`src/rtl/precharge_clock_map.svh`:
```
// Constants for the spread-spectrum precharge clock block
`ifndef PRECHARGE_CLOCK_MAP_SVH
`define PRECHARGE_CLOCK_MAP_SVH
// ------------------------------------------------------------
// Generator widths
// ------------------------------------------------------------
`define WIDE_PRS_BITS        16
`define NARROW_PRS_BITS      8
`define PRESCALER_BITS       8
// ------------------------------------------------------------
// Reset, seed and tap values
// ------------------------------------------------------------
`define WIDE_PRS_SEED        16'h0001
`define NARROW_PRS_SEED      8'h01
`define WIDE_PRS_TAPS        16'hb400
`define NARROW_PRS_TAPS      8'hb8
`define WIDE_PERIOD_DEFAULT  16'hffff
`define PRESCALER_DEFAULT    8'h00
// ------------------------------------------------------------
// Decimator sample lengths in column clock intervals
// ------------------------------------------------------------
`define SAMPLE_LEN_8BIT      11'd128
`define SAMPLE_LEN_10BIT     11'd256
`define SAMPLE_LEN_12BIT     11'd1024
`endif

```
`src/rtl/precharge_clock_pkg.sv`:
```
// Types for the spread-spectrum precharge clock block
package precharge_clock_pkg;
    // Clock source selection
    typedef enum logic [1:0] {
        SRC_WIDE      = 2'h0,
        SRC_NARROW    = 2'h1,
        SRC_PRESCALED = 2'h2
    } source_sel_t;
    // Sample resolution in narrow configurations
    typedef enum logic [1:0] {
        RES_8  = 2'h0,
        RES_10 = 2'h1,
        RES_12 = 2'h2
    } resolution_t;
    // Switch phase state, one-hot
    typedef enum logic [2:0] {
        PH_IDLE     = 3'b001,
        PH_CHARGE   = 3'b010,
        PH_TRANSFER = 3'b100
    } phase_state_t;
endpackage : precharge_clock_pkg

```
`src/rtl/lfsr_step.sv`:
```
// Galois LFSR register with step enable and programmable repeat length
`timescale 1ns/1ns
`include "precharge_clock_map.svh"
module lfsr_step #(
    parameter int          WIDTH = 8,
    parameter logic [15:0] TAPS  = 16'h00b8,
    parameter logic [15:0] SEED  = 16'h0001
) (
    input  wire logic             core_clk,
    input  wire logic             rst,
    input  wire logic             step,
    input  wire logic             restart,
    output logic                  out_bit
);
    // ------------------------------------------------------------
    // Elaboration check
    // ------------------------------------------------------------
    if (WIDTH < 2 || WIDTH > 16) begin : g_bad_width
        $error("lfsr_step WIDTH must be 2..16");
    end

    logic [WIDTH-1:0] state_q;    // Shift register
    logic [WIDTH-1:0] state_d;    // Next shift value
    logic             out_bit_d;  // Next output bit

    // ------------------------------------------------------------
    // Next state
    // ------------------------------------------------------------
    // Restart reloads the seed so the sequence period can be cut short
    always_comb begin
        state_d   = state_q;
        out_bit_d = out_bit;
        if (restart) begin
            state_d = SEED[WIDTH-1:0];
        end else if (step) begin
            state_d   = (state_q >> 1) ^ (state_q[0] ? TAPS[WIDTH-1:0] : '0);
            out_bit_d = state_q[0];
        end
    end

    // Register only
    always_ff @(posedge core_clk) begin
        if (rst) begin
            state_q <= SEED[WIDTH-1:0];
            out_bit <= 1'b0;
        end else begin
            state_q <= state_d;
            out_bit <= out_bit_d;
        end
    end
endmodule : lfsr_step

```
`src/rtl/precharge_clock.sv`:
```
// Spread-spectrum precharge switch clock generator, top level
`timescale 1ns/1ns
`include "precharge_clock_map.svh"
module precharge_clock
    import precharge_clock_pkg::*;
#(
    parameter int COLUMN_DIV_BITS = 8
) (
    input  wire logic                          core_clk,
    input  wire logic                          rst,
    input  wire precharge_clock_pkg::source_sel_t source_sel,
    input  wire logic [`PRESCALER_BITS-1:0]    prescaler_period_value,
    input  wire logic [15:0]                   wide_period,
    input  wire precharge_clock_pkg::resolution_t resolution,
    input  wire logic [COLUMN_DIV_BITS-1:0]    column_clock_divider,
    output logic                               charge_phase,
    output logic                               transfer_phase,
    output logic                               sample_done
);
    import precharge_clock_pkg::*;

    // ------------------------------------------------------------
    // Elaboration check
    // ------------------------------------------------------------
    if (COLUMN_DIV_BITS < 1 || COLUMN_DIV_BITS > 16) begin : g_bad_div
        $error("precharge_clock COLUMN_DIV_BITS must be 1..16");
    end

    // Sample length of the narrow configurations in column intervals
    function automatic logic [10:0] sample_len(input resolution_t r);
        case (r)
            RES_8:   sample_len = `SAMPLE_LEN_8BIT;
            RES_10:  sample_len = `SAMPLE_LEN_10BIT;
            RES_12:  sample_len = `SAMPLE_LEN_12BIT;
            default: sample_len = `SAMPLE_LEN_8BIT;
        endcase
    endfunction : sample_len

    // ------------------------------------------------------------
    // Configuration capture
    // ------------------------------------------------------------
    // Source is a configuration choice: taken once at reset release only
    source_sel_t cfg_q;             // Latched source
    source_sel_t cfg_d;             // Next latched source
    logic        cfg_valid_q;       // Latched since reset
    logic        cfg_valid_d;       // Next latched flag

    always_comb begin
        cfg_d       = cfg_q;
        cfg_valid_d = 1'b1;
        if (!cfg_valid_q) begin
            cfg_d = source_sel;
        end
    end

    always_ff @(posedge core_clk) begin
        if (rst) begin
            cfg_q       <= SRC_WIDE;
            cfg_valid_q <= 1'b0;
        end else begin
            cfg_q       <= cfg_d;
            cfg_valid_q <= cfg_valid_d;
        end
    end

    // ------------------------------------------------------------
    // Prescaler and step strobes
    // ------------------------------------------------------------
    logic [`PRESCALER_BITS-1:0] pres_q;      // Prescaler down count
    logic [`PRESCALER_BITS-1:0] pres_d;
    logic [15:0]                wide_cnt_q;  // Position in wide sequence
    logic [15:0]                wide_cnt_d;
    logic                       step_wide;   // Wide generator step
    logic                       step_narrow; // Narrow generator step
    logic                       wide_restart;

    // Software is expected to write 2^n-1 so samples hold whole periods
    always_comb begin
        pres_d = pres_q - 1'b1;
        if (pres_q == '0) begin
            pres_d = prescaler_period_value;
        end
    end

    // Steps depend only on the latched source and its latched flag, and in prescaled mode on the prescaler reaching zero
    always_comb begin
        step_wide    = cfg_valid_q && (cfg_q == SRC_WIDE);
        step_narrow  = 1'b0;
        case (cfg_q)
            SRC_NARROW:    step_narrow = cfg_valid_q;
            SRC_PRESCALED: step_narrow = cfg_valid_q && (pres_q == '0);
            default:       step_narrow = 1'b0;
        endcase
        wide_restart = step_wide && (wide_cnt_q >= wide_period);
        wide_cnt_d   = wide_cnt_q;
        if (wide_restart) begin
            wide_cnt_d = '0;
        end else if (step_wide) begin
            wide_cnt_d = wide_cnt_q + 16'h0001;
        end
    end

    always_ff @(posedge core_clk) begin
        if (rst) begin
            pres_q     <= `PRESCALER_DEFAULT;
            wide_cnt_q <= '0;
        end else begin
            pres_q     <= pres_d;
            wide_cnt_q <= wide_cnt_d;
        end
    end

    // ------------------------------------------------------------
    // Generators
    // ------------------------------------------------------------
    logic wide_bit;    // Wide sequence output
    logic narrow_bit;  // Narrow sequence output

    lfsr_step #(
        .WIDTH (`WIDE_PRS_BITS),
        .TAPS  (`WIDE_PRS_TAPS),
        .SEED  (`WIDE_PRS_SEED)
    ) u_wide_pseudo_random_source (
        .core_clk (core_clk),
        .rst      (rst),
        .step     (step_wide),
        .restart  (wide_restart),
        .out_bit  (wide_bit)
    );

    lfsr_step #(
        .WIDTH (`NARROW_PRS_BITS),
        .TAPS  ({8'h00, `NARROW_PRS_TAPS}),
        .SEED  ({8'h00, `NARROW_PRS_SEED})
    ) u_narrow_pseudo_random_source (
        .core_clk (core_clk),
        .rst      (rst),
        .step     (step_narrow),
        .restart  (1'b0),
        .out_bit  (narrow_bit)
    );

    // ------------------------------------------------------------
    // Non-overlapping phase generation
    // ------------------------------------------------------------
    // A change of the selected bit passes through one dead cycle with
    // both switches open, so supply and modulator never short together.
    phase_state_t ph_q;
    phase_state_t ph_d;
    logic         sel_bit;
    logic         charge_d;
    logic         transfer_d;

    always_comb begin
        sel_bit = (cfg_q == SRC_WIDE) ? wide_bit : narrow_bit;
        ph_d    = ph_q;
        case (ph_q)
            PH_IDLE:     ph_d = sel_bit ? PH_CHARGE : PH_TRANSFER;
            PH_CHARGE:   ph_d = sel_bit ? PH_CHARGE : PH_IDLE;
            PH_TRANSFER: ph_d = sel_bit ? PH_IDLE : PH_TRANSFER;
            default:     ph_d = PH_IDLE;
        endcase
        if (!cfg_valid_q) begin
            ph_d = PH_IDLE;
        end
        charge_d   = (ph_d == PH_CHARGE);
        transfer_d = (ph_d == PH_TRANSFER);
    end

    always_ff @(posedge core_clk) begin
        if (rst) begin
            ph_q           <= PH_IDLE;
            charge_phase   <= 1'b0;
            transfer_phase <= 1'b0;
        end else begin
            ph_q           <= ph_d;
            charge_phase   <= charge_d;
            transfer_phase <= transfer_d;
        end
    end

    // ------------------------------------------------------------
    // Column clock and sample timer
    // ------------------------------------------------------------
    // Column interval is the divider value plus one oscillator cycles
    logic [COLUMN_DIV_BITS-1:0] col_q;
    logic [COLUMN_DIV_BITS-1:0] col_d;
    logic [10:0]                samp_q;
    logic [10:0]                samp_d;
    logic                       done_d;

    always_comb begin
        col_d  = col_q + 1'b1;
        samp_d = samp_q;
        done_d = 1'b0;
        if (col_q >= column_clock_divider) begin
            col_d  = '0;
            samp_d = samp_q + 11'd1;
            if (samp_q + 11'd1 >= sample_len(resolution)) begin
                samp_d = '0;
                done_d = (cfg_q != SRC_WIDE) && cfg_valid_q;
            end
        end
    end

    always_ff @(posedge core_clk) begin
        if (rst) begin
            col_q       <= '0;
            samp_q      <= '0;
            sample_done <= 1'b0;
        end else begin
            col_q       <= col_d;
            samp_q      <= samp_d;
            sample_done <= done_d;
        end
    end

    // ------------------------------------------------------------
    // Checks
    // ------------------------------------------------------------
    chk_phase_no_overlap: assert property (
        @(posedge core_clk) disable iff (rst) !(charge_phase && transfer_phase))
        else $error("Charge and transfer phases overlap");

    chk_phase_dead_gap: assert property (
        @(posedge core_clk) disable iff (rst) $fell(charge_phase) |-> !transfer_phase)
        else $error("No dead cycle between phases");

    chk_prescale_reload: assert property (
        @(posedge core_clk) disable iff (rst)
        (pres_q == '0) |=> (pres_q == $past(prescaler_period_value)))
        else $error("Prescaler did not reload period");

    chk_narrow_direct: assert property (
        @(posedge core_clk) disable iff (rst)
        (cfg_valid_q && cfg_q == SRC_NARROW) |-> step_narrow && !step_wide)
        else $error("Narrow source not stepped every cycle");

    chk_prescale_step: assert property (
        @(posedge core_clk) disable iff (rst)
        (cfg_q == SRC_PRESCALED && step_narrow) |-> pres_q == '0)
        else $error("Prescaled step off terminal count");

    chk_wide_direct: assert property (
        @(posedge core_clk) disable iff (rst)
        (cfg_valid_q && cfg_q == SRC_WIDE) |-> step_wide && !step_narrow)
        else $error("Wide source not stepped every cycle");

    chk_wide_period: assert property (
        @(posedge core_clk) disable iff (rst) wide_cnt_q <= wide_period || wide_restart
        || !step_wide)
        else $error("Wide sequence ran past its period");

    chk_config_fixed: assert property (
        @(posedge core_clk) disable iff (rst) cfg_valid_q |=> $stable(cfg_q))
        else $error("Source changed after configuration");
endmodule : precharge_clock

```
`config.mk`:
```
export PLATFORM = sky130hd
export DESIGN_NAME = precharge_clock
export DESIGN_NICKNAME = d
export VERILOG_FILES = /design/src/rtl/precharge_clock_pkg.sv /design/src/rtl/lfsr_step.sv /design/src/rtl/precharge_clock.sv
export VERILOG_INCLUDE_DIRS = /design/src /design/src/rtl
export SDC_FILE = /design/constraint.sdc
export NUM_CORES = 1
export LEC_CHECK = 0
export BUFFER_PORTS_ARGS = -buffer_cell sky130_fd_sc_hd__buf_4
export CORE_MARGIN = 8
export CORE_UTILIZATION = 31
export CTS_BUF_LIST = sky130_fd_sc_hd__clkbuf_4
export DETAILED_ROUTE_END_ITERATION = 8
export PLACE_DENSITY_LB_ADDON = 0.1
export SYNTH_ARGS = -nofsm -noshare
export SYNTH_HDL_FRONTEND = slang
export SYNTH_SLANG_ARGS = --single-unit
```
`constraint.sdc`:
```
create_clock -name core_clk -period 2.9 [get_ports core_clk]
set_input_delay 0.145 -clock core_clk [delete_from_list [all_inputs] [get_ports core_clk]]
set_output_delay 0.145 -clock core_clk [all_outputs]
set_load 0.05 [all_outputs]
```
==> results of run 1 <==
## cells by family (layout without fill, tap and decap cells)
kind of cell / count (synthesis) / after routing / share of synthesized area, %
muxes: 10 / 10 / 2.46
and+or+nand+nor: 191 / 191 / 21.6
xor gates and xnor gates: 40 / 40 / 8.62
adders and majority gates: 37 / 37 / 11.4
buffers and inverters: 55 / 122 / 5.14
AOI/OAI and AO/OA: 76 / 76 / 12.8
DFF: 77 / 77 / 37.9
## cells in the mapped netlist, drive strengths merged, types with 3 or more instances
master,n,area (sq um)
nor4,6,37.5
xor2,19,166
nand2,63,239
o21ai,8,40.0
nand3,19,95.1
ha,37,463
o221ai,4,35.0
a21o,4,30.0
nor2,58,218
nand4,9,62.6
a211oi,15,113
clkbuf,14,52.6
nor3,11,55.1
a21oi,28,140
buf,5,21.3
inv,36,135
a31oi,4,40.0
dfxtp,77,1540
mux2i,10,100
nor2b,3,18.8
xnor2,21,184
and3,9,56.3
## critical path: cells and delay by family, from the launching register on
kind | cells | cell delay, ns
simple gates | 6 | 1.29
compound gates | 1 | 0.18
flops | 1 | 0.39
fa+ha+maj | 2 | 0.46
buf+inv | 1 | 0.17
xor+xnor | 1 | 0.21
## layer usage
layer / global-route usage, % / wire length, um / vias up
met1: 14.6 / 4530 / 1589
met2: 17.8 / 4150 / 47
li1: - / - / 1802
met3: 2.48 / 296 / 14
met4: 5.33 / 169 / 0
met5: 0 / 0 / -
## placed cells by master, fill, tap and decap left out, types with 3 or more instances in the layout
master and n:
dlygate4sd3_1 10, nor2_1 58, mux2i_1 10, buf_4 59, xnor2_1 21, inv_1 36
nor3_1 10, nor4_1 6, nand4_1 8, nand2_1 62, a31oi_1 3, a21oi_1 26
ha_1 36, o221ai_1 4, and3_1 8, clkinv_1 4, a21o_1 4, a211oi_1 15
clkbuf_4 9, nor2b_1 3, dfxtp_1 75, o21ai_0 6, xor2_1 19, nand3_1 18
## final cells by class
class / count / area [sq um] / area share (%)
clock buffer: 9 / 67.6 / 1.37
multi-input combinational: 354 / 2360 / 47.9
clock inverter: 7 / 32.5 / 0.661
sequential: 77 / 1550 / 31.4
inverter: 36 / 135 / 2.75
timing repair buffer: 70 / 563 / 11.4
tap: 176 / 220 / 4.47
## report_power, final
part,switching [W],internal [W]
clock network,0.000374,0.000162
logic,0.000260,0.000239
registers,0.0000783,0.00115
## sequential cells by signal (all words and copies together) (netlist names)
signal / flops
wide_cnt_q: 16
samp_q: 11
u_narrow_pseudo_random_source.state_q: 7
sample_done: 1
u_wide_pseudo_random_source.state_q: 16
ph_q: 3
cfg_valid_q: 1
cfg_q: 2
u_narrow_pseudo_random_source.out_bit: 1
pres_q: 8
col_q: 8
charge_phase: 1
transfer_phase: 1
u_wide_pseudo_random_source.out_bit: 1
## worst paths after layout
path / start / end / cells after the start
max: samp_q[0] / sample_done / 11
min: rst / samp_q[0] / 2
max reg2reg: samp_q[0] / sample_done / 11
min reg2reg: u_wide_pseudo_random_source.state_q[3] / u_wide_pseudo_random_source.state_q[2] / 2
## per-stage QoR
stage | setup slack (ns) | hold slack (ns) | total power, W | instance area, sq um
finish | 0.115 | 0.105 | 0.00226 | 4920
global route | -0.0390 | 0.0950 | 0.00244 | 4920
CTS | 0.0641 | 0.0683 | 0.00231 | 4860
detailed placement | 0.0359 | 0.391 | 0.00173 | 4640
global placement | 0.103 | 0.384 | 0.00173 | 4640
floorplan | 0.0346 | 0.289 | 0.00160 | 4070
## repair_timing
action                                  in CTS  in global routing
hold buffers                                10                  0
pin swaps                                    1                  2
resized for setup                            1                 10
endpoints found under the setup margin       1                 11
endpoints found under the hold margin       10                  0
buffers inserted                             1                  4
==> flow_metrics.tcl, run 1 <==
set metrics [dict create \
    pin_count 41 \
    ys_ff_latch 77 \
    syn_area_per_cell_sq_um 8.36 \
    cp-start-kind "register" \
    setup_viol 0 \
    drc 0 \
    rows 42 \
    ir_drop_v 0.000225 \
    num_antenna_cells 0 \
    layout.cells.non_filler 729 \
    synth_edf_count 0 \
    p_leak_nw 2.13 \
    async_flop_share_pct 0 \
    fin_worst_skew_ns 0.0187 \
    tritoncts "built" \
    grt_pass1_wl_um 15500 \
    fin_crit_ns 2.78 \
    clock.fmax_mhz 359 \
    crit_type "register to register" \
    netlist_instances 486 \
    maxSlewHeadroom_pct 57.2 \
    cp_slowest_cell "nor3_1" \
    routed_wirelength_um 9150 \
    placed_cells 698 \
    cts_buffers 9 \
    seq_area_frac_synth_pct 37.9 \
    ys_types 49 \
    hold_violations 0 \
    grt_pass1_vias 3295 \
    ys.flop_type "dfxtp_1" \
    grt_use_total_pct 11.4 \
    die_h_um 131 \
    viasPerCell 4.74 \
    arrival_ns 3.13 \
    post-dp-hpwl_um 6490 \
    area_growth_pct 21.1 \
    cpPeakStageDelay_ns 0.40 \
    drv_cap 0 \
    cts_root_buffer "clkbuf_4" \
    fin_tns_setup_ns 0 \
    num_vias 3452 \
    drtIter0Drc 194 \
    min_period_over_period_pct 96.0 \
    fin_util_pct 37.8 \
    syn_area_sq_mm 0.00407 \
    wl_per_cell_um 12.6 \
    firstDrtPassIters 4 \
    die-area_sq_mm 0.0170 \
    synth_fp_nets 561 \
    hold_path_class "input port to register" \
    drv_slew 0 \
    core_area_sq_mm 0.0130 \
    path_max_fanout 6 \
    path_cells "ha_2 -> nand3_2 -> nor3_4 -> and3_4 -> xor2_1 -> ha_1 -> nand4_1 -> nor3_1 -> a31oi_4 -> buf_12 -> nor4_1" \
    gp_congestion 0.755 \
    powerDensity_mw_per_mm2 459 \
    grt.overflow.total 0 \
    nets 623 \
    grt_max_degree 33 \
    start_util_pct 31.2 \
    n_fill_cell 1369 \
    cts_buffer_depth 2 \
    antenna_found_initial 0 \
    htreeDepth 3 \
    required_ns 3.24 \
    clk_pin_slew_worst_paths_ns 0.13 \
    r2r_slack_ns 0.12 \
    drive_gt1_share_pct 15.7 \
    clock_sinks 77 \
    cp-end-kind "register" \
    clock_latency_ns 0.44 \
    place.port_buffers 40 \
    yosysWarnings 0 \
    worstMarginPinSlew_ns 0.626 \
    fp.dieW_um 131 \
    drtAntennaViolNets 0 \
    status "finished clean" \
]
Power figures use the tool's default switching activity.
==> run 2, diff against run 1 <==
--- a/config.mk
+++ b/config.mk
@@ -12,6 +12,7 @@
 export CTS_BUF_LIST = sky130_fd_sc_hd__clkbuf_4
 export DETAILED_ROUTE_END_ITERATION = 8
 export PLACE_DENSITY_LB_ADDON = 0.1
+export SETUP_SLACK_MARGIN = 0.2
 export SYNTH_ARGS = -nofsm -noshare
 export SYNTH_HDL_FRONTEND = slang
 export SYNTH_SLANG_ARGS = --single-unit
==> run 2 against run 1 <==
  * Clock skew rose by 0.0026 ns
  * Die area is the same
  * Count of clock-buffer cells in the layout is the same
  * Critical path depth unchanged
  * Flip-flop and latch count unchanged
  * Register-to-register slack gained 0.20 ns
  * Utilization increased by 0.61 points
  * Combinational power about the same
  * Hold slack worse by 0.0068 ns
==> flow_metrics.tcl, run 2 (synthesized netlist as in run 1, its figures left out) <==
set metrics [dict create \
    maxSlewHeadroom_pct 61.7 \
    htreeDepth 3 \
    area_growth_pct 23.1 \
    worstMarginPinSlew_ns 0.559 \
    p_leak_nw 2.16 \
    placed_area_sq_mm 0.00465 \
    firstDrtPassIters 6 \
    clock_sinks 77 \
    gp_congestion 0.789 \
    powerDensity_mw_per_mm2 494 \
    pin_count 41 \
    wl_per_cell_um 12.4 \
    drc 0 \
    setup_viol 0 \
    cp-end-kind "register" \
    fp.dieW_um 131 \
    grt_pass1_vias 3352 \
    die_h_um 131 \
    viasPerCell 4.76 \
    required_ns 3.29 \
    path_max_fanout 5 \
    clk_pin_slew_worst_paths_ns 0.15 \
    fin_worst_skew_ns 0.0213 \
    nets 624 \
    rows 42 \
    crit_type "register to register" \
    place.port_buffers 40 \
    grt_max_degree 33 \
    core_area_sq_mm 0.0130 \
    fin_tns_setup_ns 0 \
    hold_violations 0 \
    arrival_ns 2.97 \
    drtAntennaViolNets 0 \
    hold_path_class "input port to register" \
    num_antenna_cells 0 \
    antenna_found_initial 0 \
    start_util_pct 31.2 \
    clock.fmax_mhz 387 \
    largest_registers "u_wide_pseudo_random_source.state_q (16), wide_cnt_q (16), samp_q (11)" \
    tritoncts "built" \
    ir_drop_v 0.000196 \
    cts_buffer_depth 2 \
    die-area_sq_mm 0.0170 \
    cts_buffers 9 \
    final_common_cell "dfxtp_1" \
    grt_pass1_wl_um 15300 \
    num_vias 3476 \
    drv_cap 0 \
    clock_latency_ns 0.46 \
    status "finished clean" \
    grt.overflow.total 0 \
    fin_crit_ns 2.58 \
    min_period_over_period_pct 89.1 \
    fin_area_sq_mm 0.00500 \
    final_cell_mix "72 x dfxtp_1, 62 x nand2_1, 60 x buf_4, 58 x nor2_1, 36 x inv_1" \
    drtIter0Drc 173 \
    routed_wirelength_um 9040 \
    post-dp-hpwl_um 6490 \
    drive_gt1_share_pct 17.0 \
    drv_slew 0 \
    cts_root_buffer "clkbuf_4" \
    grt_use_total_pct 11.3 \
    grt_setup_unrepaired "false" \
    cp-start-kind "register" \
]
-- run 2: changes by cell type in the layout (fill, tap and decap cells not counted), sizes merged --
cell	before	now
clkinv	6	4
buf	60	61
bufinv	0	2
-- run 2: worst paths after layout --
kind	from	to	slack, ns	cells past startpoint
max	samp_q[1]	samp_q[8]	0.32	11
min	rst	samp_q[1]	0.1	2
max reg2reg	samp_q[1]	samp_q[8]	0.32	11
min reg2reg	u_wide_pseudo_random_source.state_q[2]	u_wide_pseudo_random_source.state_q[1]	0.45	2
-- run 2: metal layers --
metal / global-route usage [%] / vias up / wire length, um
met5: 0 / - / 0
met1: 13.6 / 1612 / 4360
met2: 18.4 / 54 / 4180
met3: 2.96 / 10 / 355
met4: 5.06 / 0 / 145
li1: - / 1800 / -
-- run 2: what timing repair did --
item	4_1_cts	5_1_grt
pin swaps	2	7
buffers inserted	2	5
endpoints found under the hold margin	10	0
gates cloned	0	0
resized for setup	2	12
setup endpoints to repair	11	11
hold buffers	10	0
-- run 2: metrics by stage --
step,setup slack [ns],hold slack (ns),std cells,util (%),total power [W]
2_1_floorplan,0.208,0.289,486,-,0.00160
3_3_place_gp,0.129,0.382,697,35.7,0.00173
3_5_place_dp,0.0916,0.390,697,35.7,0.00174
4_1_cts,0.200,0.0650,725,37.8,0.00251
5_1_grt,0.165,0.0706,730,38.4,0.00265
6_report,0.315,0.0983,730,38.4,0.00247
-- run 2: final cells by class --
class	count	area, sq um
multi-input cells	354	2370
repair buffers	71	562
inverters	36	135
well taps	176	220
clock buffers	9	67.6
flip-flops and latches	77	1550
fillers	1383	8030
clock inverters	7	90.1
-- run 2: worst max-delay path, stage by stage (launching register included) --
cell and delay (ns):
dfxtp_4 0.40, ha_4 0.15, nand3_4 0.10, nor3_4 0.18, and3_4 0.22, xor2_1 0.08
ha_2 0.20, nor2_1 0.09, o21ai_1 0.08, o32a_1 0.42, or4b_1 0.51, o221ai_1 0.08
-- run 2: power by group --
part / internal, W / total, W / switching [W]
clock: 0.000345 / 0.000744 / 0.000399
sequential: 0.00114 / 0.00122 / 0.0000772
combinational: 0.000241 / 0.000503 / 0.000262
total: 0.00173 / 0.00247 / 0.000738
